File: src/shared/strap_pkg.sv
// Constants, field positions and state codes for strap capture and start-up
package strap_pkg;

  // Pin and width defaults
  localparam int NUM_GPIO = 16;
  localparam int NUM_CLKOUT = 16;
  localparam int CFG_IDX_W = 4;
  localparam int CFG_WR_W = 16;

  // Fixed strap pins
  localparam int PIN_PORT_SEL = 9;
  localparam int PIN_HOLD_HIGH = 8;

  // Default configuration-select pins when none are assigned
  localparam logic [15:0] DEF_CFG_SEL_MASK = 16'h000F;

  // Configuration write addresses
  localparam logic [1:0] ADDR_PORT = 2'h0;
  localparam logic [1:0] ADDR_CLKOUT = 2'h1;
  localparam logic [1:0] ADDR_GPIO_OE = 2'h2;

  // Field positions inside the port word
  localparam int FLD_PORT_I2C = 0;
  localparam int FLD_ADDR_BIT2 = 1;

  // Reset values of the configuration registers
  localparam logic RST_PORT_I2C = 1'b1;
  localparam logic RST_ADDR_BIT2 = 1'b0;
  localparam logic [15:0] RST_CLKOUT = 16'h0000;
  localparam logic [15:0] RST_GPIO_OE = 16'h0000;

  // Start-up sequence, one-hot
  typedef enum logic [8:0] {
    ST_IDLE = 9'h001,
    ST_CAPT = 9'h002,
    ST_OTP = 9'h004,
    ST_EEP = 9'h008,
    ST_REGS = 9'h010,
    ST_CLKS = 9'h020,
    ST_CAL = 9'h040,
    ST_LOCK = 9'h080,
    ST_DONE = 9'h100
  } seq_state_e;

endpackage : strap_pkg

File: src/shared/strap_if.sv
// Captured strap pins, pin-function masks and decoded strap settings
`timescale 1ns/100ps
interface strap_if #(
  parameter int N = 16
);
  logic [N-1:0] pins;
  logic [N-1:0] addr_mask;
  logic [N-1:0] eep_mask;
  logic [N-1:0] sel_mask;
  logic info_valid;
  logic port_i2c;
  logic addr_bit2;
  logic eep_disable;
  logic [N-1:0] cfg_index;

  modport decoder (
    input pins,
    input addr_mask,
    input eep_mask,
    input sel_mask,
    input info_valid,
    output port_i2c,
    output addr_bit2,
    output eep_disable,
    output cfg_index
  );

  modport owner (
    output pins,
    output addr_mask,
    output eep_mask,
    output sel_mask,
    output info_valid,
    input port_i2c,
    input addr_bit2,
    input eep_disable,
    input cfg_index
  );
endinterface : strap_if

File: src/rtl/strap_sync.sv
// Two-flop synchroniser for pin inputs, one stage pair per bit
`timescale 1ns/100ps
module strap_sync #(
  parameter int W = 17
) (
  // Clock and reset
  input wire logic clk_sys,
  input wire logic nrst,
  input wire logic clk_en,
  // Data
  input wire logic [W-1:0] async_i,
  output logic [W-1:0] sync_o
);
  logic [W-1:0] meta_q;
  logic [W-1:0] meta_d;
  logic [W-1:0] sync_q;
  logic [W-1:0] sync_d;

  assign sync_o = sync_q;

  for (genvar i = 0; i < W; i++) begin : g_bit
    always_comb begin
      meta_d[i] = async_i[i];
      sync_d[i] = meta_q[i];
    end

    // Pins idle high through their pull-ups
    always_ff @(posedge clk_sys or negedge nrst) begin
      if (!nrst) begin
        meta_q[i] <= 1'b1;
        sync_q[i] <= 1'b1;
      end else if (clk_en) begin
        meta_q[i] <= meta_d[i];
        sync_q[i] <= sync_d[i];
      end
    end
  end

endmodule : strap_sync

File: src/rtl/strap_decode.sv
// Maps captured pins through the function masks to strap settings
`timescale 1ns/100ps
module strap_decode #(
  parameter int N = 16
) (
  // Captured pins and decoded settings
  strap_if.decoder sif
);
  logic [N-1:0] am;
  logic [N-1:0] em;
  logic [N-1:0] sm;
  int k;

  always_comb begin
    // Unprogrammed record falls back to the default assignments
    am = sif.info_valid ? sif.addr_mask : '0;
    em = sif.info_valid ? sif.eep_mask : '0;
    sm = N'(strap_pkg::DEF_CFG_SEL_MASK);
    if (sif.info_valid && (|sif.sel_mask)) begin
      sm = sif.sel_mask;
    end
    sif.port_i2c = sif.pins[strap_pkg::PIN_PORT_SEL];
    sif.addr_bit2 = 1'b0;
    for (int i = 0; i < N; i++) begin
      if (am[i]) begin
        sif.addr_bit2 = sif.pins[i];
      end
    end
    sif.eep_disable = |(sif.pins & em);
    sif.cfg_index = '0;
    k = 0;
    for (int i = 0; i < N; i++) begin
      if (sm[i]) begin
        sif.cfg_index[k] = sif.pins[i];
        k = k + 1;
      end
    end
  end

endmodule : strap_decode

File: src/rtl/strap_config_loader.sv
// Strap capture at reset release and start-up configuration sequencing
// Function
// - Capture all pins when master reset rises; derive strap settings from them.
// - Pin 9 low selects SPI, high selects I2C for the main port.
// - Assigned address pin gives slave address bit 2; none assigned gives zero.
// - Address-bit strap only matters when the main port is I2C.
// - Several address pins assigned: only the highest-indexed one counts.
// - High on an EEPROM-disable pin skips all external EEPROM fetching.
// - No EEPROM-disable pin assigned: always search for an external EEPROM.
// - Several EEPROM-disable pins are ORed together.
// - No select pins assigned: pins 3 to 0 form the configuration index.
// - Pulled-up floating default select pins choose configuration 15.
// - Select pins ordered by index, lowest pin is the LSB.
// - Fewer than four select pins: upper index bits forced to zero.
// - More than four select pins form a wider selection word.
// - Pin functions come from the one-time info record, else defaults.
// - Port and address-bit strap settings are ordinary registers that later writes may overwrite.
// - Reset values keep clock outputs off and all pins as inputs.
// - Start-up order: load config, regulators, clocks, calibrate, lock PLL.
// - Config built from straps, stored config, EEPROM and reset defaults.
// - Stored configuration with bad checksum is not applied.
// - Index, up to 16 bits wide, chooses among the stored configurations.
`timescale 1ns/100ps
module strap_config_loader #(
  parameter int NGPIO = strap_pkg::NUM_GPIO,
  parameter int NCLKOUT = strap_pkg::NUM_CLKOUT
) (
  // Clock, reset, enable
  input wire logic clk_sys,
  input wire logic nrst,
  input wire logic clk_en,
  // Device pins
  input wire logic master_reset_n,
  input wire logic [NGPIO-1:0] gpio_pin,
  // Pin-function record from one-time memory
  input wire logic info_valid,
  input wire logic [NGPIO-1:0] addr_bit_mask,
  input wire logic [NGPIO-1:0] eep_dis_mask,
  input wire logic [NGPIO-1:0] cfg_sel_mask,
  // Start-up step handshakes
  input wire logic otp_done,
  input wire logic otp_checksum_ok,
  input wire logic eep_done,
  input wire logic regs_ok,
  input wire logic clks_ok,
  input wire logic cal_done,
  input wire logic pll_locked,
  // Configuration writes from stored data or host
  input wire logic cfg_wr_en,
  input wire logic [1:0] cfg_wr_addr,
  input wire logic [strap_pkg::CFG_WR_W-1:0] cfg_wr_data,
  // Strap results
  output logic port_i2c_q,
  output logic slave_addr_bit2_q,
  output logic eeprom_search_en_q,
  output logic [NGPIO-1:0] cfg_index_q,
  output logic strap_fault_q,
  // Sequence controls
  output logic otp_load_req_q,
  output logic otp_apply_q,
  output logic eep_search_req_q,
  output logic reg_enable_q,
  output logic clk_enable_q,
  output logic cal_start_q,
  output logic lock_start_q,
  output logic init_done_q,
  // Configuration registers
  output logic [NCLKOUT-1:0] clk_out_en_q,
  output logic [NGPIO-1:0] gpio_out_en_q
);

  strap_if #(.N(NGPIO)) sif ();

  logic [NGPIO:0] sync_out;
  logic mr_s;
  logic [NGPIO-1:0] gpio_s;
  logic mr_prev_q;
  logic mr_prev_d;
  logic rise;
  logic [NGPIO-1:0] cap_q;
  logic [NGPIO-1:0] cap_d;
  strap_pkg::seq_state_e state_q;
  strap_pkg::seq_state_e state_d;
  logic port_i2c_d;
  logic slave_addr_bit2_d;
  logic eeprom_search_en_d;
  logic [NGPIO-1:0] cfg_index_d;
  logic strap_fault_d;
  logic otp_apply_d;
  logic [NCLKOUT-1:0] clk_out_en_d;
  logic [NGPIO-1:0] gpio_out_en_d;
  logic wr_ok;

  // Reset line and pins share one delay so they stay aligned
  strap_sync #(.W(NGPIO + 1)) u_sync (
    .clk_sys(clk_sys),
    .nrst(nrst),
    .clk_en(clk_en),
    .async_i({master_reset_n, gpio_pin}),
    .sync_o(sync_out)
  );

  assign mr_s = sync_out[NGPIO];
  assign gpio_s = sync_out[NGPIO-1:0];
  assign rise = mr_s & ~mr_prev_q;

  assign sif.pins = cap_q;
  assign sif.addr_mask = addr_bit_mask;
  assign sif.eep_mask = eep_dis_mask;
  assign sif.sel_mask = cfg_sel_mask;
  assign sif.info_valid = info_valid;

  strap_decode #(.N(NGPIO)) u_decode (
    .sif(sif)
  );

  // Strap capture
  always_comb begin
    mr_prev_d = mr_s;
    cap_d = cap_q;
    if (rise) begin
      cap_d = gpio_s;
    end
  end

  always_ff @(posedge clk_sys or negedge nrst) begin
    if (!nrst) begin
      mr_prev_q <= 1'b1;
      cap_q <= '1;
    end else if (clk_en) begin
      mr_prev_q <= mr_prev_d;
      cap_q <= cap_d;
    end
  end

  // Start-up sequencer
  always_comb begin
    state_d = state_q;
    otp_apply_d = 1'b0;
    case (state_q)
      strap_pkg::ST_IDLE: begin
        if (rise) begin
          state_d = strap_pkg::ST_CAPT;
        end
      end
      strap_pkg::ST_CAPT: begin
        state_d = strap_pkg::ST_OTP;
      end
      strap_pkg::ST_OTP: begin
        if (otp_done) begin
          otp_apply_d = otp_checksum_ok;
          state_d = eeprom_search_en_q ? strap_pkg::ST_EEP
                                       : strap_pkg::ST_REGS;
        end
      end
      strap_pkg::ST_EEP: begin
        if (eep_done) begin
          state_d = strap_pkg::ST_REGS;
        end
      end
      strap_pkg::ST_REGS: begin
        if (regs_ok) begin
          state_d = strap_pkg::ST_CLKS;
        end
      end
      strap_pkg::ST_CLKS: begin
        if (clks_ok) begin
          state_d = strap_pkg::ST_CAL;
        end
      end
      strap_pkg::ST_CAL: begin
        if (cal_done) begin
          state_d = strap_pkg::ST_LOCK;
        end
      end
      strap_pkg::ST_LOCK: begin
        if (pll_locked) begin
          state_d = strap_pkg::ST_DONE;
        end
      end
      strap_pkg::ST_DONE: begin
        state_d = strap_pkg::ST_DONE;
      end
      default: begin
        state_d = strap_pkg::ST_IDLE;
      end
    endcase
    // Master reset held low restarts the whole sequence
    if (!mr_s) begin
      state_d = strap_pkg::ST_IDLE;
      otp_apply_d = 1'b0;
    end
  end

  always_ff @(posedge clk_sys or negedge nrst) begin
    if (!nrst) begin
      state_q <= strap_pkg::ST_IDLE;
      otp_load_req_q <= 1'b0;
      otp_apply_q <= 1'b0;
      eep_search_req_q <= 1'b0;
      reg_enable_q <= 1'b0;
      clk_enable_q <= 1'b0;
      cal_start_q <= 1'b0;
      lock_start_q <= 1'b0;
      init_done_q <= 1'b0;
    end else if (clk_en) begin
      state_q <= state_d;
      otp_load_req_q <= (state_d == strap_pkg::ST_OTP);
      otp_apply_q <= otp_apply_d;
      eep_search_req_q <= (state_d == strap_pkg::ST_EEP);
      // Regulators and clocks stay on once brought up
      reg_enable_q <= (state_d inside {strap_pkg::ST_REGS,
          strap_pkg::ST_CLKS, strap_pkg::ST_CAL, strap_pkg::ST_LOCK,
          strap_pkg::ST_DONE});
      clk_enable_q <= (state_d inside {strap_pkg::ST_CLKS,
          strap_pkg::ST_CAL, strap_pkg::ST_LOCK, strap_pkg::ST_DONE});
      cal_start_q <= (state_d == strap_pkg::ST_CAL);
      lock_start_q <= (state_d == strap_pkg::ST_LOCK);
      init_done_q <= (state_d == strap_pkg::ST_DONE);
    end
  end

  // Strap results and configuration registers
  assign wr_ok = cfg_wr_en && mr_s &&
      !(state_q inside {strap_pkg::ST_IDLE, strap_pkg::ST_CAPT});

  always_comb begin
    port_i2c_d = port_i2c_q;
    slave_addr_bit2_d = slave_addr_bit2_q;
    eeprom_search_en_d = eeprom_search_en_q;
    cfg_index_d = cfg_index_q;
    strap_fault_d = strap_fault_q;
    clk_out_en_d = clk_out_en_q;
    gpio_out_en_d = gpio_out_en_q;
    if (!mr_s) begin
      port_i2c_d = strap_pkg::RST_PORT_I2C;
      slave_addr_bit2_d = strap_pkg::RST_ADDR_BIT2;
      clk_out_en_d = NCLKOUT'(strap_pkg::RST_CLKOUT);
      gpio_out_en_d = NGPIO'(strap_pkg::RST_GPIO_OE);
    end else if (state_q == strap_pkg::ST_CAPT) begin
      port_i2c_d = sif.port_i2c;
      slave_addr_bit2_d = sif.port_i2c & sif.addr_bit2;
      eeprom_search_en_d = ~sif.eep_disable;
      cfg_index_d = sif.cfg_index;
      // pin 8 must have been high
      strap_fault_d = ~cap_q[strap_pkg::PIN_HOLD_HIGH];
    end else if (wr_ok) begin
      if (cfg_wr_addr == strap_pkg::ADDR_PORT) begin
        port_i2c_d = cfg_wr_data[strap_pkg::FLD_PORT_I2C];
        slave_addr_bit2_d = cfg_wr_data[strap_pkg::FLD_ADDR_BIT2];
      end else if (cfg_wr_addr == strap_pkg::ADDR_CLKOUT) begin
        clk_out_en_d = cfg_wr_data[NCLKOUT-1:0];
      end else if (cfg_wr_addr == strap_pkg::ADDR_GPIO_OE) begin
        gpio_out_en_d = cfg_wr_data[NGPIO-1:0];
      end
    end
  end

  always_ff @(posedge clk_sys or negedge nrst) begin
    if (!nrst) begin
      port_i2c_q <= strap_pkg::RST_PORT_I2C;
      slave_addr_bit2_q <= strap_pkg::RST_ADDR_BIT2;
      eeprom_search_en_q <= 1'b1;
      cfg_index_q <= '0;
      strap_fault_q <= 1'b0;
      clk_out_en_q <= NCLKOUT'(strap_pkg::RST_CLKOUT);
      gpio_out_en_q <= NGPIO'(strap_pkg::RST_GPIO_OE);
    end else if (clk_en) begin
      port_i2c_q <= port_i2c_d;
      slave_addr_bit2_q <= slave_addr_bit2_d;
      eeprom_search_en_q <= eeprom_search_en_d;
      cfg_index_q <= cfg_index_d;
      strap_fault_q <= strap_fault_d;
      clk_out_en_q <= clk_out_en_d;
      gpio_out_en_q <= gpio_out_en_d;
    end
  end
endmodule : strap_config_loader

File: config.mk
export PLATFORM = sky130hd
export DESIGN_NAME = strap_config_loader
export DESIGN_NICKNAME = d
export VERILOG_FILES = /design/src/shared/strap_pkg.sv /design/src/shared/strap_if.sv /design/src/rtl/strap_sync.sv /design/src/rtl/strap_decode.sv /design/src/rtl/strap_config_loader.sv
export SDC_FILE = /design/constraint.sdc
export NUM_CORES = 1
export LEC_CHECK = 0
export BUFFER_PORTS_ARGS = -buffer_cell sky130_fd_sc_hd__buf_2
export CORE_MARGIN = 2
export CORE_UTILIZATION = 32
export DETAILED_ROUTE_END_ITERATION = 6
export GPL_TIMING_DRIVEN = 1
export PLACE_DENSITY = 0.49
export SYNTH_ARGS = -nofsm -noshare
export SYNTH_HDL_FRONTEND = slang
export SYNTH_SLANG_ARGS = --single-unit
File: constraint.sdc
create_clock -name clk_sys -period 2.9 [get_ports clk_sys]
set_input_delay 0.29 -clock clk_sys [delete_from_list [all_inputs] [get_ports clk_sys]]
set_output_delay 0.29 -clock clk_sys [all_outputs]
set_load 0.05 [all_outputs]
# Yosys cells after proc, flatten, opt, wreduce, memory -nomap -nowiden
# Index checks and enable logic that the tools add are counted.
[totals] register_bits=120 out_inout_bits=60 wordCells=285 input_bits=95
[op_classes] order_cmp=30 muxes=127 add_sub_neg=14 eq_ne=26 n_bitwise=6 n_reduce_logical=30
[op_table] op="$mux 16" n=29
[op_table] op="$ge 32x1->1 const B" n=14
[op_table] op="$lt 32x6->1 const B" n=14
[op_table] op="$mux 32" n=14
[op_table] op="$add 32x2->32 const B" n=13
[op_table] op="$bwmux 16" n=15
[op_table] op="$pmux 9 s9" n=1
[op_table] op="$mux 9" n=8
[op_table] op="$demux 1 s4" n=15
[op_table] op="$mux 1" n=44
[op_table] op="$reduce_or 16->1" n=2
[op_table] op="$eq 9x3->1 const B" n=2
[op_table] op="$eq 9x4->1 const B" n=2
[op_table] op="$eq 9x5->1 const B" n=2
[op_table] op="$eq 9x6->1 const B" n=2
[op_table] op="$eq 9x7->1 const B" n=2
[op_table] op="$eq 9x8->1 const B" n=2
[op_table] op="$eq 9x9->1 const B" n=2
[op_table] op="$logic_and 1x1->1" n=18
[op_table] op="$and 16x16->16" n=1
[op_table] op="$ne 2x2->1 const B" n=6
[op_table] op="$eq 9x1->1 const B" n=1
[op_table] op="$eq 9x2->1 const B" n=1
[op_table] op="$ne 3x3->1 const B" n=2
[op_table] op="other kinds (17)" n=21

# Longest topological paths before layout
[depth] depth_word=38 mapped_depth=59 mapped_depth_nobuf=55

# Modules after synthesis
# From an unflattened synthesis, not the netlist that was laid out.
[unflattened] hier_cells=1625 area_unflattened_um2=13287.7
[by_module_without_submodules] mod="strap_decode" area_per_inst_um2=7942.6 instances=1 seq_area_each_um2=0.0 cells_each=1189
[by_module_without_submodules] mod="strap_config_loader" area_per_inst_um2=3885.0 instances=1 seq_area_each_um2=2177.1 cells_each=364
[by_module_without_submodules] mod="strap_sync" area_per_inst_um2=1460.2 instances=1 seq_area_each_um2=893.4 cells_each=72

# Least setup slack after synthesis
# OpenSTA, ideal clock, no wires.
[synth_path] path_type="input-to-reg" from="in cfg_sel_mask[7]" to="reg cfg_index_q[10]" setup_ns=0.121 arrival_ns=11.920 n_path_buf=6 slack_ns=-9.142 cell_stages=58 required_ns=2.779 cell_sequence="buf_2 -> nor4_1 -> and3_1 -> buf_2 -> a21oi_1 -> clkbuf_1 -> nand2b_1 -> inv_1 -> fa_1 -> clkbuf_1 -> clkbuf_1 -> inv_1 -> ha_1 -> and2_1 -> a31oi_1 -> nand2_1 -> ha_1 -> nand2_1 -> [... 22 more ...] -> o21ai_0 -> ha_1 -> a221o_1 -> inv_1 -> ha_1 -> mux2i_1 -> ha_1 -> a21oi_1 -> ha_1 -> nand3_1 -> nor3_1 -> nand4_1 -> mux2_4 -> or4_1 -> buf_2 -> o32ai_1 -> a31oi_1 -> o22a_1"
[synth_via] elab_chain_len=38 word_cells_on_any_way=137 cone_classes="14 x add/sub; 30 x order compare; 76 x mux; 17 x reduce/logical"
[synth_rtl] element="from (decl)" line_no="strap_config_loader.sv:39" text="input wire logic [NGPIO-1:0] cfg_sel_mask,"
[synth_rtl] element="$reduce_or 16->1" line_no="strap_decode.sv:19" text="if (sif.info_valid && (|sif.sel_mask)) begin"
[synth_rtl] element="$logic_and 1x1->1" line_no="strap_decode.sv:19"
[synth_rtl] element="$mux 16 (*)" line_no="strap_decode.sv:19"
[synth_rtl] element="$mux 1" line_no="strap_decode.sv:33" text="if (sm[i]) begin"
[synth_rtl] element="$add 1x1->2, or another cell as far along" line_no="strap_decode.sv:35" text="k = k + 1;"
[synth_rtl] element="$mux 32 or $logic_and 1x1->1 (tied branches)" line_no="strap_decode.sv:33, strap_decode.sv:34"
[synth_rtl] element="$add 32x2->32, or another cell as far along" line_no="strap_decode.sv:35"
[synth_rtl] element="$mux 32, or another cell as far along" line_no="strap_decode.sv:33"
[synth_rtl] element="[... 22 more ...]"
[synth_rtl] element="$add 32x2->32, or another cell as far along" line_no="strap_decode.sv:35"
[synth_rtl] element="$mux 32, or another cell as far along" line_no="strap_decode.sv:33"
[synth_rtl] element="$ge 32x1->1 (not written as such), or another cell as far along" line_no="strap_decode.sv:34" text="sif.cfg_index[k] = sif.pins[i];"
[synth_rtl] element="$logic_and 1x1->1 (not written as such), or another cell as far along" line_no="strap_decode.sv:34"
[synth_rtl] element="$mux 1 (not written as such) or $bwmux 16 (tied branches)" line_no="strap_decode.sv:34"
[synth_rtl] element="$demux 1 s4 or $mux 16 (tied branches)"
[synth_rtl] element="$bwmux 16" line_no="strap_decode.sv:34"
[synth_rtl] element="$mux 16 (*)" line_no="strap_decode.sv:33"
[synth_rtl] element="to (signal assigned)" line_no="strap_config_loader.sv:272" text="cfg_index_q <= cfg_index_d;"
[synth_rtl] element="to (decl)" line_no="strap_config_loader.sv:56" text="output logic [NGPIO-1:0] cfg_index_q,"
# Mark *: on every way between the ends. The rest lies on a longest branch, timed or not.
# A chain may end at the register's enable or synchronous reset.

# Worst setup path after layout
[layout_path] from="in cfg_sel_mask[1]" to="reg cfg_index_q[11]"
# The elaborated chain is that of the path after synthesis.

==> impl_metrics.toml <==
[power_and_ir_drop]
power_frac_seq_pct = 20.2
p_sw_share_pct = 45.20
irDropWorstVdd_mv = 0.5596
pwr-share-clk_pct = 15.8
pwr-share-comb_pct = 64.0
power_leakage_uw = 0.008619
power.internal_uw = 7292
power.switching_uw = 6015
p_per_area_mw_per_mm2 = 690.3

[detailed_routing]
drt_wl_total_um = 54620
wl_per_cell_um = 19.68
firstDrtPassIters = 5
drc = 0
routed_via_density = 5.488
drtAntennaViolNets = 0
drtIter0Drc = 1216
dr_total_vias = 15230

[worst_hold_path]
holdCritPathClass = "primary input to register"

[cts]
h-tree-depth = 4
insertion_delay_ns = 0.43
cts_sinks = 120
clk_pin_slew_worst_paths_ns = 0.06
cts_root_buffer = "clkbuf_16"
clock_path_buffers = 2
cts_tree = "done"
numCtsBuffers = 17

[floorplanning]
die_h_um = 204.4
dieArea_mm2 = 0.04178
rows = 73
ios = 155
start_util_pct = 32.35
core_mm2 = 0.03973
die_w_um = 204.4

[place]
portBuffers = 154
hpwl_um = 42950
place_congestion = 0.9331

[synthesis]
synthFlopType = "dfrtp_1"
ys_seq_area_share_pct = 23.89
synth_top_cell_area_share_pct = 12.85
synthTopCellsByArea = "dfrtp_1 13%, dfstp_2 11%, mux2_2 6.7%"
syn_nets = 1775
synth_top_area_cell = "dfrtp_1"
ys_ff_latch = 120
syn_avg_cell_area_um2 = 7.880
synthCells = 1631
synth-edff-count = 0
synthArstFlopShare_pct = 100.0
yosysWarnings = 0
synth.distinct_cells = 110
synthesis.area_mm2 = 0.01285

[setup_path]
cp_data_arrival_time_ns = 10.10
r2r_setup_slack_ns = -0.20
required_ns = 3.26
cp_slowest_stage_delay_ns = 0.61
crit_fanout = 5
path_class = "primary input to register"
cp-end-kind = "register"
critPathSlowestCell = "fa_2"
cp-start-kind = "primary input"
cpMostUsedCell = "buf_4"

[global_routing]
grt_max_degree = 92
grt_antenna_before_repair = 5
grt_pass1_wl_um = 85130
grt.overflow.total = 0
grt_pass1_vias = 15058
grt_usage_pct = 26.16

[timing]
worst_pin_slew_ns = 0.6791
finClkSkew_ns = 0.01601
fmax_mhz = 102.8
finalHoldViolCount = 0
rsz0062_at_grt = "yes"
finalSetupViolations = 17
slew_viol_final = 0
slew-limit-headroom_pct = 54.73
period_share_pct = 335.6
worst_slack_ns = -6.832
fin_crit_ns = 9.732
tns_ns = -108.32

[status]
outcome = "finished with violations"
violations = "negative setup slack"

[cells_and_area]
area_growth_pct = 50.00
final_util_pct = 48.52
drive_above_1_share_pct = 44.15
nNetsFinal = 2378

[flow_run]
maxCapViolations = 0
==> layout make-up <==
cell class	instances	area [um2]
Antenna cell	3	7.507
Inverter	67	261.5
Clock inverter	10	117.6
Timing Repair Buffer	686	4875
Tap cell	525	656.9
Multi-Input combinational cell	1342	9823
Sequential cell	120	3073
Clock buffer	22	464.2
Fill cell	3892	20450
==> power by group through the flow <==
stage | Combinational [uW] | Sequential (uW) | Clock, uW
finish | 8510 | 2690 | 2100
global route | 9120 | 2750 | 2200
CTS | 8210 | 2690 | 2150
detailed placement | 7680 | 2700 | 0
global placement | 7660 | 2700 | 0
floorplan | 3700 | 3090 | 0
==> cells by family after synthesis <==
group / Yosys count / synth area share, %
adders and majority gates: 49 / 4.829
DFF: 120 / 23.89
AOI/OAI and AO/OA: 414 / 22.61
xor gates and xnor gates: 56 / 5.189
buffers and inverters: 169 / 5.315
and+or+nand+nor: 687 / 26.73
muxes: 136 / 11.43
==> final timing paths <==
check,startpoint,endpoint,depth (start not counted)
max,cfg_sel_mask[1],cfg_index_q[11],59
min,master_reset_n,u_sync.meta_q[16],2
max reg2reg,cap_q[3],cfg_index_q[3],14
min reg2reg,clk_out_en_q[13],clk_out_en_q[13],2
max in group asynchronous,nrst,state_q[8],3
min in group asynchronous,nrst,clk_out_en_q[14],2
==> metal layers <==
metal  vias up  track usage, %  wire length [um]
met2       511           40.08             23840
met1      7357           37.72             25820
met4         8           6.237              1080
met5         -               0                55
li1       7288               -                 -
met3        66           4.911              3825
==> cells in the final DEF, fill, tap and decap left out, types with 47 or more instances in the layout <==
master | Yosys | final
dfstp_2 | 54 | 54
o21ai_0 | 103 | 82
nor2_1 | 130 | 126
inv_1 | 66 | 62
buf_2 | 6 | 149
nand2_1 | 200 | 194
dfrtp_1 | 66 | 64
mux2i_1 | 57 | 52
mux2_2 | 76 | 74
a21oi_1 | 58 | 47
buf_4 | 5 | 521
nor3_1 | 60 | 55
nand3_1 | 77 | 75
==> cell usage after synthesis (17+ instances only) <==
library cell  instances
mux2_2               76
nor2_1              130
o21ai_0             103
nor3_1               60
o211ai_1             18
clkbuf_1             77
nand3_1              77
ha_1                 48
nand2b_1             17
dfrtp_1              66
or3_1                22
a31oi_1              31
xnor2_1              39
a21oi_1              58
nand4_1              38
mux2i_1              57
nand2_1             200
dfstp_2              54
inv_1                66
and3_1               35
and2_1               21
==> repair_timing <==
action,CTS,global route
pin swaps,54,22
resized for setup,76,43
endpoints found under the setup margin,19,21
hold buffers,1,0
setup buffers,56,8
endpoints found under the hold margin,29,0
==> state kept, by name, summed over array words and instances (netlist names) <==
signal	flops
cal_start_q	1
cap_q	16
cfg_index_q	16
clk_enable_q	1
clk_out_en_q	16
eep_search_req_q	1
eeprom_search_en_q	1
gpio_out_en_q	16
init_done_q	1
lock_start_q	1
mr_prev_q	1
otp_apply_q	1
otp_load_req_q	1
port_i2c_q	1
reg_enable_q	1
slave_addr_bit2_q	1
state_q	9
strap_fault_q	1
u_sync.meta_q	17
u_sync.sync_o	17
==> through the flow <==
step	setup slack (ns)	std cells	hold slack, ns	instance area, um2	total power, uW
3_5_place_dp	-7.326	2677	0.2676	17680	10380
6_report	-6.832	2775	0.09684	19280	13310
2_1_floorplan	-7.749	1631	-0.005591	13180	6781
4_1_cts	-6.722	2765	0.08223	19060	13050
5_1_grt	-7.258	2772	0.08779	19270	14070
3_3_place_gp	-7.213	2677	0.2638	17680	10360
==> worst max-delay path, delay by kind of cell <==
| kind | cells | cell delay, ns |
|---|---|---|
| buffers and inverters | 32 | 4.01 |
| AND/OR/NAND/NOR | 10 | 2.17 |
| adder cells (fa/ha/maj) | 4 | 1.41 |
| AO/OA/AOI/OAI | 9 | 1.33 |
| XOR/XNOR | 3 | 0.79 |
| multiplexers | 1 | 0.12 |
(Power assumes the default switching activity.)
